[config.mk]
export PLATFORM = sky130hd
export DESIGN_NAME = tqf_top
export DESIGN_NICKNAME = d
export VERILOG_FILES = /design/src/rtl/tqf_pkg.sv /design/src/rtl/tqf_pipe_if.sv /design/src/rtl/tqf_delay.sv /design/src/rtl/tqf_top.sv
export SDC_FILE = /design/constraint.sdc
export NUM_CORES = 1
export LEC_CHECK = 0
export ABC_AREA = 0
export BUFFER_PORTS_ARGS = -buffer_cell sky130_fd_sc_hd__buf_4
export CAP_MARGIN = 10
export CORE_ASPECT_RATIO = 0.5
export CORE_MARGIN = 2
export CORE_UTILIZATION = 45
export CTS_CLUSTER_DIAMETER = 60
export DETAILED_ROUTE_END_ITERATION = 10
export GPL_TIMING_DRIVEN = 1
export HOLD_SLACK_MARGIN = 0.08
export PLACE_DENSITY = 0.74
export SLEW_MARGIN = 15
export SYNTH_ARGS = -nofsm -noshare
export SYNTH_HDL_FRONTEND = slang
export SYNTH_HIERARCHICAL = 1
export SYNTH_SLANG_ARGS = --single-unit
[constraint.sdc]
create_clock -name i_clk -period 4.8 [get_ports i_clk]
set_clock_uncertainty 0.15 [all_clocks]
set_input_delay 1.2 -clock i_clk [delete_from_list [all_inputs] [get_ports i_clk]]
set_output_delay 1.2 -clock i_clk [all_outputs]
set_load 0.05 [all_outputs]
[src/rtl/tqf_pkg.sv]
// constants and types of the two-queue fifo latency model
// Notes on behaviour
// - full indicator goes low 0 to 4 cycles after the filling write
// - empty indicator goes low in the cycle of the last read
// - passthrough word reaches read data 2 cycles after its write
// - first fifo word appears 4 cycles after read strobe
// - read strobe with config load gives first config value 4 cycles later
// - full indicator returns high 7 cycles after read freeing space
// - replayed data valid 20 to 23 cycles after fifth replay cycle
// - first word after empty readable within 8 to 29 cycles; here readable 6 cycles after the write
// - empty indicator returns high 6 to 27 cycles after write
// - count 1024 edges of each port clock, first finisher is master
// - fast bit at 0xa reports write clock faster, host may override
package tqf_pkg;
    // ----------------------------------------------------------------
    // sizes
    // ----------------------------------------------------------------
    localparam int DATA_W = 36;
    localparam int DEPTH = 8;
    localparam int PTR_W = 3;
    localparam int CNT_W = 4;
    localparam int REG_W = 32;
    localparam int ADDR_W = 4;
    // ----------------------------------------------------------------
    // latencies in cycles
    // ----------------------------------------------------------------
    localparam int READ_LAT = 4;
    localparam int PASS_LAT = 2;
    localparam int FULL_RELEASE_CYC = 7;
    localparam int EMPTY_RELEASE_CYC = 6;
    localparam int REPLAY_HOLD_CYC = 5;
    localparam int REPLAY_DATA_MIN = 20;
    localparam int REPLAY_STALL_CYC = REPLAY_DATA_MIN - READ_LAT - 1;
    localparam int MEAS_CYC = 1024;
    localparam int MEAS_W = 10;
    localparam int TMR_W = 5;
    // ----------------------------------------------------------------
    // register map
    // ----------------------------------------------------------------
    localparam logic [ADDR_W-1:0] REG_STATUS = 4'h0;
    localparam logic [ADDR_W-1:0] REG_FAST = 4'ha;
    localparam logic [ADDR_W-1:0] REG_MARK = 4'hb;
    localparam int STAT_CNT0 = 0;
    localparam int STAT_CNT1 = 4;
    localparam int STAT_DONE = 8;
    localparam int MARK_GO = 0;
    localparam int MARK_Q = 1;
    localparam int MARK_POS0 = 4;
    localparam int MARK_POS1 = 8;
    localparam logic FAST_RESET = 1'h0;
    typedef logic [DATA_W-1:0] tqf_word_t;
endpackage

[src/rtl/tqf_pipe_if.sv]
// carrier between the queue logic and the output delay line
`timescale 1ns/1ps
interface tqf_pipe_if;
    logic tap0_valid;
    tqf_pkg::tqf_word_t tap0_data;
    logic tap2_valid;
    tqf_pkg::tqf_word_t tap2_data;
    logic out_valid;
    tqf_pkg::tqf_word_t out_data;
    modport src (
        output tap0_valid, tap0_data, tap2_valid, tap2_data,
        input out_valid, out_data
    );
    modport dly (
        input tap0_valid, tap0_data, tap2_valid, tap2_data,
        output out_valid, out_data
    );
endinterface

[src/rtl/tqf_delay.sv]
// four stage output delay line with a mailbox tap at stage two
`timescale 1ns/1ps
module tqf_delay (
    input wire logic i_clk,
    input wire logic i_rstn,
    tqf_pipe_if.dly pipe
);
    logic [tqf_pkg::READ_LAT-1:0] vld;
    logic [tqf_pkg::READ_LAT-1:0] next_vld;
    tqf_pkg::tqf_word_t dat [tqf_pkg::READ_LAT];
    tqf_pkg::tqf_word_t next_dat [tqf_pkg::READ_LAT];

    // ----------------------------------------------------------------
    // shift with injection
    // ----------------------------------------------------------------
    always_comb begin
        next_vld = {vld[tqf_pkg::READ_LAT-2:0], pipe.tap0_valid};
        next_dat[0] = pipe.tap0_data;
        for (int i = 1; i < tqf_pkg::READ_LAT; i++) begin
            next_dat[i] = dat[i-1];
        end
        if (pipe.tap2_valid) begin
            next_vld[tqf_pkg::PASS_LAT] = 1'b1;
            next_dat[tqf_pkg::PASS_LAT] = pipe.tap2_data;
        end
    end

    always_ff @(posedge i_clk or negedge i_rstn) begin
        if (!i_rstn) begin
            vld <= '0;
            for (int i = 0; i < tqf_pkg::READ_LAT; i++) begin
                dat[i] <= '0;
            end
        end else begin
            vld <= next_vld;
            dat <= next_dat;
        end
    end

    assign pipe.out_valid = vld[tqf_pkg::READ_LAT-1];
    assign pipe.out_data = dat[tqf_pkg::READ_LAT-1];
endmodule

[src/rtl/tqf_top.sv]
// two-queue fifo with latency-exact flags, mailbox and replay
`timescale 1ns/1ps
module tqf_top (
    input wire logic i_clk,
    input wire logic i_rstn,
    input wire logic [35:0] i_wdata,
    input wire logic i_write_n,
    input wire logic i_write_queue_pick,
    input wire logic i_read_n,
    input wire logic i_read_queue_pick,
    input wire logic i_config_load_select_n,
    input wire logic i_passthrough_select,
    input wire logic i_replay_request,
    input wire logic i_wr_port_clk,
    input wire logic i_rd_port_clk,
    input wire logic [3:0] i_reg_addr,
    input wire logic [31:0] i_reg_wdata,
    input wire logic i_reg_we,
    input wire logic i_reg_re,
    output logic [31:0] o_reg_rdata,
    output logic [35:0] o_rdata,
    output logic o_rdata_valid,
    output logic o_full_indicator_n,
    output logic o_empty_indicator_n
);
    localparam int D = tqf_pkg::DEPTH;
    localparam int CW = tqf_pkg::CNT_W;
    localparam int PW = tqf_pkg::PTR_W;
    localparam int TW = tqf_pkg::TMR_W;
    localparam int MW = tqf_pkg::MEAS_W;

    tqf_pkg::tqf_word_t mem [2][D];
    logic [PW-1:0] wptr [2], next_wptr [2], rptr [2], next_rptr [2];
    logic [PW-1:0] mark [2], next_mark [2];
    logic [CW-1:0] cnt [2], next_cnt [2];
    logic [TW-1:0] eftmr [2], next_eftmr [2], fftmr [2], next_fftmr [2];
    logic [TW-1:0] rtmr, next_rtmr;
    logic [2:0] rtcnt, next_rtcnt;
    logic [3:0] cfg_ptr, next_cfg_ptr;
    logic [MW-1:0] wmeas, next_wmeas, rmeas, next_rmeas;
    logic wclk_q, rclk_q, meas_done, next_meas_done, fast, next_fast;
    logic [31:0] next_reg_rdata;
    logic [1:0] ready, full_n_q;
    logic push, pop, pass_take, cfg_take, replay_fifth, w_end, r_end;
    tqf_pkg::tqf_word_t pop_data, cfg_word;
    tqf_pipe_if pipe ();

    // ----------------------------------------------------------------
    // register view
    // ----------------------------------------------------------------
    function automatic logic [31:0] reg_value(input logic [3:0] a);
        logic [31:0] v;
        v = '0;
        if (a == tqf_pkg::REG_STATUS) begin
            v[tqf_pkg::STAT_CNT0 +: CW] = cnt[0];
            v[tqf_pkg::STAT_CNT1 +: CW] = cnt[1];
            v[tqf_pkg::STAT_DONE] = meas_done;
        end else if (a == tqf_pkg::REG_FAST) begin
            v[0] = fast;
        end else if (a == tqf_pkg::REG_MARK) begin
            v[tqf_pkg::MARK_POS0 +: PW] = mark[0];
            v[tqf_pkg::MARK_POS1 +: PW] = mark[1];
        end
        return v;
    endfunction

    // ----------------------------------------------------------------
    // flags and takes
    // ----------------------------------------------------------------
    always_comb begin
        for (int q = 0; q < 2; q++) begin
            ready[q] = (cnt[q] != '0) && (eftmr[q] == '0);
            // low once the queue holds the last word
            full_n_q[q] = (cnt[q] != CW'(D)) && (fftmr[q] == '0);
        end
    end

    assign push = !i_write_n && !i_passthrough_select &&
                  full_n_q[i_write_queue_pick];
    assign pass_take = !i_write_n && i_passthrough_select;
    assign cfg_take = !i_read_n && !i_config_load_select_n;
    assign pop = !i_read_n && i_config_load_select_n &&
                 !i_passthrough_select && !i_replay_request &&
                 ready[i_read_queue_pick] && (rtmr == '0);
    assign replay_fifth = i_replay_request &&
                      (rtcnt == 3'(tqf_pkg::REPLAY_HOLD_CYC - 1));
    assign pop_data = mem[i_read_queue_pick][rptr[i_read_queue_pick]];
    always_comb cfg_word = tqf_pkg::tqf_word_t'(reg_value(cfg_ptr));
    assign w_end = i_wr_port_clk && !wclk_q &&
                   (wmeas == MW'(tqf_pkg::MEAS_CYC - 1));
    assign r_end = i_rd_port_clk && !rclk_q &&
                   (rmeas == MW'(tqf_pkg::MEAS_CYC - 1));

    assign o_full_indicator_n = full_n_q[i_write_queue_pick];
    // falls with the read of the last word
    assign o_empty_indicator_n = ready[i_read_queue_pick] &&
        !(pop && cnt[i_read_queue_pick] == CW'(1));

    assign pipe.tap0_valid = pop || cfg_take;
    assign pipe.tap0_data = cfg_take ? cfg_word : pop_data;
    assign pipe.tap2_valid = pass_take;
    assign pipe.tap2_data = i_wdata;
    assign o_rdata = pipe.out_data;
    assign o_rdata_valid = pipe.out_valid;

    tqf_delay u_delay (
        .i_clk(i_clk),
        .i_rstn(i_rstn),
        .pipe(pipe)
    );

    // ----------------------------------------------------------------
    // queue state
    // ----------------------------------------------------------------
    always_comb begin
        next_wptr = wptr;
        next_rptr = rptr;
        next_mark = mark;
        next_cnt = cnt;
        next_rtmr = (rtmr != '0) ? rtmr - TW'(1) : rtmr;
        next_rtcnt = '0;
        next_cfg_ptr = cfg_ptr;
        for (int q = 0; q < 2; q++) begin
            next_eftmr[q] = (eftmr[q] != '0) ? eftmr[q] - TW'(1) : eftmr[q];
            next_fftmr[q] = (fftmr[q] != '0) ? fftmr[q] - TW'(1) : fftmr[q];
            next_cnt[q] = cnt[q]
                + CW'(push && (i_write_queue_pick == 1'(q)))
                - CW'(pop && (i_read_queue_pick == 1'(q)));
        end
        if (push) begin
            next_wptr[i_write_queue_pick] = wptr[i_write_queue_pick] + PW'(1);
            if (cnt[i_write_queue_pick] == '0) begin
                next_eftmr[i_write_queue_pick] =
                    TW'(tqf_pkg::EMPTY_RELEASE_CYC - 1);
            end
        end
        if (pop) begin
            next_rptr[i_read_queue_pick] = rptr[i_read_queue_pick] + PW'(1);
            // keep full low for the release delay
            if (cnt[i_read_queue_pick] == CW'(D)) begin
                next_fftmr[i_read_queue_pick] =
                    TW'(tqf_pkg::FULL_RELEASE_CYC - 1);
            end
        end
        if (cfg_take) begin
            next_cfg_ptr = (cfg_ptr == tqf_pkg::REG_MARK) ? 4'h0 :
                           cfg_ptr + 4'h1;
        end
        if (i_replay_request) begin
            next_rtcnt = (rtcnt == 3'(tqf_pkg::REPLAY_HOLD_CYC)) ? rtcnt :
                         rtcnt + 3'h1;
        end
        // reload from mark and stall reads
        if (replay_fifth) begin
            next_rptr[i_read_queue_pick] = mark[i_read_queue_pick];
            next_cnt[i_read_queue_pick] = next_cnt[i_read_queue_pick] +
                CW'(PW'(rptr[i_read_queue_pick] - mark[i_read_queue_pick]));
            next_rtmr = TW'(tqf_pkg::REPLAY_STALL_CYC);
        end
        if (i_reg_we && i_reg_addr == tqf_pkg::REG_MARK &&
            i_reg_wdata[tqf_pkg::MARK_GO]) begin
            next_mark[i_reg_wdata[tqf_pkg::MARK_Q]] =
                rptr[i_reg_wdata[tqf_pkg::MARK_Q]];
        end
    end

    always_ff @(posedge i_clk or negedge i_rstn) begin
        if (!i_rstn) begin
            for (int q = 0; q < 2; q++) begin
                wptr[q] <= '0;
                rptr[q] <= '0;
                mark[q] <= '0;
                cnt[q] <= '0;
                eftmr[q] <= '0;
                fftmr[q] <= '0;
            end
            rtmr <= '0;
            rtcnt <= '0;
            cfg_ptr <= '0;
        end else begin
            wptr <= next_wptr;
            rptr <= next_rptr;
            mark <= next_mark;
            cnt <= next_cnt;
            eftmr <= next_eftmr;
            fftmr <= next_fftmr;
            rtmr <= next_rtmr;
            rtcnt <= next_rtcnt;
            cfg_ptr <= next_cfg_ptr;
        end
    end

    always_ff @(posedge i_clk) begin
        if (push) begin
            mem[i_write_queue_pick][wptr[i_write_queue_pick]] <= i_wdata;
        end
    end

    // ----------------------------------------------------------------
    // clock measurement and registers
    // ----------------------------------------------------------------
    always_comb begin
        next_wmeas = wmeas;
        next_rmeas = rmeas;
        next_meas_done = meas_done;
        next_fast = fast;
        next_reg_rdata = i_reg_re ? reg_value(i_reg_addr) : '0;
        if (i_reg_we && i_reg_addr == tqf_pkg::REG_FAST) begin
            next_fast = i_reg_wdata[0];
        end
        // first counter to finish names the master
        if (!meas_done) begin
            if (i_wr_port_clk && !wclk_q) next_wmeas = wmeas + MW'(1);
            if (i_rd_port_clk && !rclk_q) next_rmeas = rmeas + MW'(1);
            // measured result beats a same-cycle write
            if (w_end || r_end) begin
                next_meas_done = 1'b1;
                next_fast = w_end;
            end
        end
    end

    always_ff @(posedge i_clk or negedge i_rstn) begin
        if (!i_rstn) begin
            wmeas <= '0;
            rmeas <= '0;
            wclk_q <= 1'b0;
            rclk_q <= 1'b0;
            meas_done <= 1'b0;
            fast <= tqf_pkg::FAST_RESET;
            o_reg_rdata <= '0;
        end else begin
            wmeas <= next_wmeas;
            rmeas <= next_rmeas;
            wclk_q <= i_wr_port_clk;
            rclk_q <= i_rd_port_clk;
            meas_done <= next_meas_done;
            fast <= next_fast;
            o_reg_rdata <= next_reg_rdata;
        end
    end
endmodule

==> reports/results.ini, run 1 <==
[min_path]
hp-class=register to register

[setup_path]
crit_chain=inv_1 -> ha_1 -> or4b_4 -> a211o_1 -> nor3_4 -> inv_2 -> ha_1 -> inv_1 -> ha_1 -> fa_1 -> mux2_2 -> ha_1 -> a21o_1 -> a21oi_1 -> nor2_1 -> xnor2_1
worstSetupEndpointType=register
worstSetupStartpoint=fftmr[0]
cp_slowest_cell=or4b_4
ff2ff_path_depth=16
arrival_ns=4.72
cp-start-kind=register
r2r_end=cnt[3]
required_ns=5.15
criticalPathCategory=register to register
cp_slowest_stage_delay_ns=0.51
cp_max_fo=7
cp_common_cell=ha_1
r2r_slack_ns=0.44
timing.rr.start=fftmr[0]
endpoint=cnt[3]

[floorplan]
initial_core_util=0.457
ios=156
die_h_um=191
rows=68
fp.dieW_um=379
die-area_mm2=0.0726
fp.coreArea_mm2=0.0693

[clock_network]
clockRootBuffer=clkbuf_16
insertion_delay_ns=0.64
cts_resized=0
cts_buffer_depth=3
post_cts_buffers=0
cts.sinks=817
hold_buffers=0
htreeDepth=3
cts_buffers=71
path_clk_slew_ns=0.07
cts_tree=yes

[job]
drv_cap=0

[route]
ant_nets=0
routedWlPerCell_um=23.4
via_per_inst=5.58
via_count=15666
drt_iter0_markers=1707
route.detailed.drc=0
routed_wl_um=65700
drt_first_pass_iters=7

[placement]
place_hpwl_um=37200
routabilityCongestion=0.822
placed_cell_area_mm2=0.0335
port_buffers=104

[final_layout]
nNetsFinal=1929
final_area_mm2=0.0358
utilization=0.517
antenna_cells=0
syn2layout_area_growth_pct=13.1
drive_gt1_frac=0.260

[logic_synthesis]
ys_async_sr_fraction=0.295
synthCells=1689
synthDistinctLibCells=65
synthFlopType=edfxtp_1
yosys.area.top_type_share=0.547
synth-edff-count=576
synth_seq_cells=817
ys_seq_area_frac=0.737
syn_area_mm2=0.0316
yosys_warnings=6
syn_avg_cell_area_um2=18.7
yosysTopAreaCell=edfxtp_1
ys_top_cells_by_area=edfxtp_1, dfrtp_1, mux4_2

[timing]
finalSetupViolations=0
worst_slew_pin_slew_ns=0.935
rsz0062_at_grt=no
period_needed_ns=4.36
fin_crit_sh=0.909
slew_violations=0
relSlewSlack=0.376
finalHoldViolCount=0
finalSetupTns_ns=0
timing.fmax_mhz=229

[pwr]
seq_power_share=0.462
max-vdd-ir-drop_mv=0.492
pwr-share-clk=0.290
power_frac_comb=0.248
power_density_mw_per_mm2=540
internal_power_uw=13700
p_leak_uw=0.0129
netSwitchingFraction=0.293
power.switching_uw=5670

[global_route]
grtUsageTotal=0.186
grt_pass1_wl_um=99200
grt_max_degree=88
antenna_found_initial=0
overflow=0
grt_pass1_vias=15929

[run_status]
status=complete, no violations

how the worst min path moves through the flow:
stage / from / endpoint / depth (start not counted)
after floorplan: u_delay/dat[136] / u_delay/dat[100] / 0
after global placement: u_delay/dat[47] / u_delay/pipe.out_data[11] / 0
after detailed placement: u_delay/dat[126] / u_delay/dat[90] / 0
after CTS: u_delay/dat[61] / u_delay/pipe.out_data[25] / 0
after global routing: u_delay/dat[37] / u_delay/pipe.out_data[1] / 0
final: u_delay/dat[61] / u_delay/pipe.out_data[25] / 0
sequential cells by signal, indices dropped and copies added (netlist names), 5 cells and up:
register / count
mem: 576
rmeas: 10
u_delay/pipe.out_data: 36
wptr: 6
rptr: 6
wmeas: 10
o_reg_rdata: 11
eftmr: 10
fftmr: 10
cnt: 8
mark: 6
u_delay/dat: 108
rtmr: 5
cells in the mapped netlist, drive strengths merged, types with 3 or more instances:
master  count
nand3      13
a22oi      51
and3       10
nand2      98
a21o       10
inv        40
mux2i       9
clkbuf     29
nor4        3
a31oi      22
nor2       48
dfrtp     241
nand4      10
o22ai       4
nand2b      4
or3         7
fa          4
a32o        6
nor4b       5
buf        97
nor2b      10
and4        3
mux4      144
a22o        6
or2         4
and4b       3
edfxtp    576
xor2        7
ha         36
a21oi      31
o221a       4
o21ai      23
mux2       52
nor3b       4
a21boi      4
nor3       16
xnor2      33
and2        6
cell families (layout without fill, tap and decap cells):
logic type	Yosys count	in the layout	synth area share
multiplexers	205	205	0.127
XOR/XNOR	40	40	0.0111
AO/OA/AOI/OAI	172	172	0.0371
adder cells (fa/ha/maj)	40	40	0.0168
AND/OR/NAND/NOR	248	248	0.0401
buffers and inverters	166	320	0.0302
other	1	21	0.000119
flip-flops	817	817	0.737
cell type report:
class,count,area [um2]
sequential,817,23300
clock buffer,108,2040
multi-input combinational,726,7600
clock inverter,24,220
fill,5411,33500
tap,945,1180
inverter,40,150
timing repair buffer,148,1260
worst max-delay path, delay by kind of cell, from the launching register on:
| kind | cells | cell delay, ns |
|---|---|---|
| AO/OA/AOI/OAI | 3 | 0.72 |
| XOR/XNOR | 1 | 0.14 |
| adder cells (fa/ha/maj) | 5 | 1.45 |
| buffers and inverters | 3 | 0.27 |
| flip-flops | 1 | 0.39 |
| multiplexers | 1 | 0.30 |
| AND/OR/NAND/NOR | 3 | 0.81 |
per-stage QoR:
stage	total power [uW]	std cells	hold WS (ns)	worst slack, ns
final	19300	2808	0.189	0.438
after global routing	20200	2808	0.196	0.223
after CTS	19500	2808	0.188	0.440
after detailed placement	13900	2676	0.185	0.264
after global placement	13800	2676	0.181	0.302
after floorplan	12700	1709	0.181	0.328
placed cells by master, fill, tap and decap left out, types with 7 or more instances in the layout:
| cell | synthesis | final |
|---|---|---|
| inv_1 | 39 | 39 |
| clkinv_1 | 0 | 8 |
| nor2b_1 | 10 | 7 |
| or3_1 | 7 | 7 |
| nand4_1 | 10 | 10 |
| clkbuf_1 | 28 | 26 |
| nor2_1 | 47 | 29 |
| buf_4 | 63 | 136 |
| mux2i_1 | 9 | 8 |
| mux2_4 | 29 | 29 |
| mux4_2 | 144 | 144 |
| mux2_2 | 23 | 23 |
| and3_1 | 10 | 10 |
| o21ai_0 | 22 | 22 |
| ha_1 | 36 | 36 |
| xor2_1 | 7 | 7 |
| a21oi_1 | 31 | 31 |
| nor2_4 | 0 | 18 |
| a31oi_1 | 22 | 22 |
| conb_1 | 1 | 21 |
| nand3_1 | 13 | 13 |
| xnor2_1 | 33 | 33 |
| clkbuf_16 | 0 | 72 |
| a21o_1 | 10 | 10 |
| nand2_1 | 98 | 98 |
| a22oi_1 | 51 | 51 |
| clkbuf_8 | 0 | 10 |
| buf_12 | 3 | 11 |
| nor3_1 | 14 | 14 |
| edfxtp_1 | 576 | 576 |
| dfrtp_1 | 241 | 239 |
power by group through the flow:
stage | logic (uW) | clock network (uW) | registers, uW
after global routing | 5190 | 5980 | 9030
after global placement | 4710 | 0 | 9060
after CTS | 4840 | 5710 | 8950
after detailed placement | 4790 | 0 | 9080
final | 4790 | 5610 | 8930
after floorplan | 3930 | 0 | 8790
routing by layer:
metal / part of all wire / up-vias / GRT usage
met5: 0 / - / 0
met4: 0.022 / 0 / 0.0479
met3: 0.077 / 103 / 0.0426
met2: 0.48 / 609 / 0.297
met1: 0.42 / 8245 / 0.259
li1: - / 6709 / -
No activity file was read; power rests on OpenSTA's default activity.
==> run 2, diff against run 1 <==
Settings changed: SYNTH_HIERARCHICAL 1 to unset.
==> run 2 against run 1 <==
Non-clock buffer count is the same. Die area shrank 0.64%. Critical path depth unchanged. Global-route usage up 0.073 points. Setup slack got worse by 0.012 ns. Flip-flop and latch count unchanged. Hold slack gained 0.0069 ns. Synthesized cell count shrank 0.30%. Critical endpoint unchanged. Largest cell class unchanged.
==> reports/results.ini, run 2 <==
[pwr]
power_density_mw_per_mm2=547  ; was 540 mW/mm2
max-vdd-ir-drop_mv=0.395  ; was 0.492 mV
p_leak_uw=0.0128  ; was 0.0129 uW

[global_route]
grt_pass1_vias=16030  ; was 15929
grt_max_degree=109  ; was 88
grt_pass1_wl_um=99700  ; was 99200 um
overflow=0  ; unchanged
antenna_found_initial=0  ; unchanged
grtUsageTotal=0.186  ; about the same

[clock_network]
cts_buffers=75  ; was 71
cts_buffer_depth=3  ; unchanged
path_clk_slew_ns=0.07  ; about the same
cts.sinks=817  ; unchanged
post_cts_buffers=0  ; unchanged
clockRootBuffer=clkbuf_16  ; unchanged
cts_resized=0  ; unchanged
hold_buffers=0  ; unchanged
cts_tree=yes  ; unchanged
htreeDepth=3  ; unchanged
insertion_delay_ns=0.62  ; was 0.64 ns

[timing]
worst_slew_pin_slew_ns=1.14  ; was 0.935 ns
finalHoldViolCount=0  ; unchanged
period_needed_ns=4.37  ; was 4.36 ns
fin_ws_ns=0.426  ; was 0.438 ns
fin_crit_sh=0.911  ; was 0.909
rsz0062_at_grt=no  ; unchanged
timing.fmax_mhz=229  ; about the same
slew_violations=0  ; unchanged
finalSetupViolations=0  ; unchanged
finalSetupTns_ns=0  ; unchanged
relSlewSlack=0.236  ; was 0.376

[floorplan]
die_h_um=191  ; about the same
rows=68  ; unchanged
ios=156  ; unchanged
die-area_mm2=0.0721  ; was 0.0726 mm2
fp.coreArea_mm2=0.0690  ; was 0.0693 mm2
fp.dieW_um=378  ; was 379 um
initial_core_util=0.455  ; was 0.457

[job]
drv_cap=0  ; unchanged

[final_layout]
antenna_cells=0  ; unchanged
final_common_cell=edfxtp_1  ; unchanged
largest_reg_flops=576  ; unchanged
final_cell_mix=edfxtp_1, dfrtp_1, mux4_2, buf_4, nand2_1  ; unchanged
drive_gt1_frac=0.268  ; was 0.260
fillers=5275  ; was 5411
final_area_mm2=0.0358  ; about the same
utilization=0.518  ; was 0.517
nNetsFinal=1928  ; was 1929
syn2layout_area_growth_pct=13.8  ; was 13.1%

[setup_path]
criticalPathCategory=register to register  ; unchanged
arrival_ns=4.73  ; was 4.72 ns
worstSetupEndpointType=register  ; unchanged
cp_max_fo=7  ; unchanged
required_ns=5.15  ; about the same
cp-start-kind=register  ; unchanged

[logic_synthesis]
synth_common_cells=edfxtp_1, dfrtp_1, mux4_2  ; unchanged
synthFlopType=edfxtp_1  ; unchanged
yosys_warnings=0  ; was 6
post-synth-top-count-cell=edfxtp_1  ; unchanged
ys_seq_area_frac=0.742  ; was 0.737
ys_top_cells_by_area=edfxtp_1, dfrtp_1, mux4_2  ; unchanged
synth-edff-count=576  ; unchanged
synthDistinctLibCells=60  ; was 65
yosysTopAreaCell=edfxtp_1  ; unchanged
syn_avg_cell_area_um2=18.7  ; about the same
synthCells=1684  ; was 1689
yosys.area.top_type_share=0.550  ; was 0.547
synth_seq_cells=817  ; unchanged
syn_area_mm2=0.0314  ; was 0.0316 mm2
ys_async_sr_fraction=0.295  ; unchanged

[route]
routedWlPerCell_um=23.4  ; about the same
drt_first_pass_iters=5  ; was 7
drt_iter0_markers=1612  ; was 1707
routed_wl_um=65800  ; was 65700 um
via_per_inst=5.61  ; was 5.58
via_count=15750  ; was 15666
ant_nets=0  ; unchanged
route.detailed.drc=0  ; unchanged

[run_status]
status=complete, no violations  ; unchanged

[min_path]
hp-class=register to register  ; unchanged

[placement]
placed_cell_area_mm2=0.0334  ; was 0.0335 mm2
routabilityCongestion=0.816  ; was 0.822
place_ws_ns=0.218  ; was 0.264 ns
place_hpwl_um=36200  ; was 37200 um
port_buffers=104  ; unchanged

## run 2: final cells by class
cell class / instances / area (um2) / share of cell area
flip-flops and latches: 817 / 23300 / 0.653
multi-input cells: 723 / 7470 / 0.209
clock buffers: 106 / 2120 / 0.0592
repair buffers: 148 / 1230 / 0.0344
well taps: 945 / 1180 / 0.0331
clock inverters: 30 / 279 / 0.00780
inverters: 38 / 143 / 0.00399
## run 2: worst max-delay path: stages, from the launching register on
cell and delay, ns:
dfrtp_1 0.40, inv_1 0.09, ha_1 0.17, or4b_4 0.52
a211o_1 0.34, nor3_2 0.25, inv_2 0.14, ha_1 0.29
inv_1 0.04, ha_1 0.20, fa_1 0.48, mux2_2 0.30
ha_1 0.30, a21o_1 0.18, a21oi_1 0.20, nor2_1 0.08
xnor2_1 0.14
## run 2: layer usage
layer	vias to the layer above	GRT usage	routed length (um)
li1	6731	-	-
met3	102	0.0389	5100
met1	8222	0.258	27000
met5	-	0	0
met4	0	0.0538	1490
met2	695	0.301	32300
## run 2: power by group
part | leakage, uW | switching (uW) | total (uW) | internal, uW
Clock | 0.00117 | 2550 | 5820 | 3270
Sequential | 0.00818 | 655 | 9010 | 8350
Combinational | 0.00348 | 2510 | 4720 | 2210
## run 2: worst paths after layout
kind / start / end / slack (ns) / cells after the start
setup / recovery: fftmr[0] / cnt[3] / 0.43 / 16
hold / removal: u_delay.dat[108] / u_delay.dat[72] / 0.20 / 0
setup reg to reg: fftmr[0] / cnt[3] / 0.43 / 16
hold reg to reg: u_delay.dat[108] / u_delay.dat[72] / 0.20 / 0
max in group asynchronous: i_rstn / u_delay.dat[41] / 2.86 / 3
min in group asynchronous: i_rstn / u_delay.dat[48] / 0.45 / 1
## run 2: kinds of logic after synthesis
kind of cell	count (synthesis)	synth area share
compound gates	179	0.0388
xor+xnor	41	0.0114
fa+ha+maj	40	0.0169
buf+inv	164	0.0278
flops	817	0.742
mux	205	0.125
other cells	1	0.000119
simple gates	237	0.0381
## run 2: through the flow
step / power (uW) / hold slack, ns / instances
finish: 19500 / 0.196 / 2807
global route: 20400 / 0.202 / 2807
floorplan: 12700 / 0.181 / 1704
detailed placement: 13900 / 0.185 / 2671
CTS: 19700 / 0.199 / 2807
global placement: 13700 / 0.182 / 2671
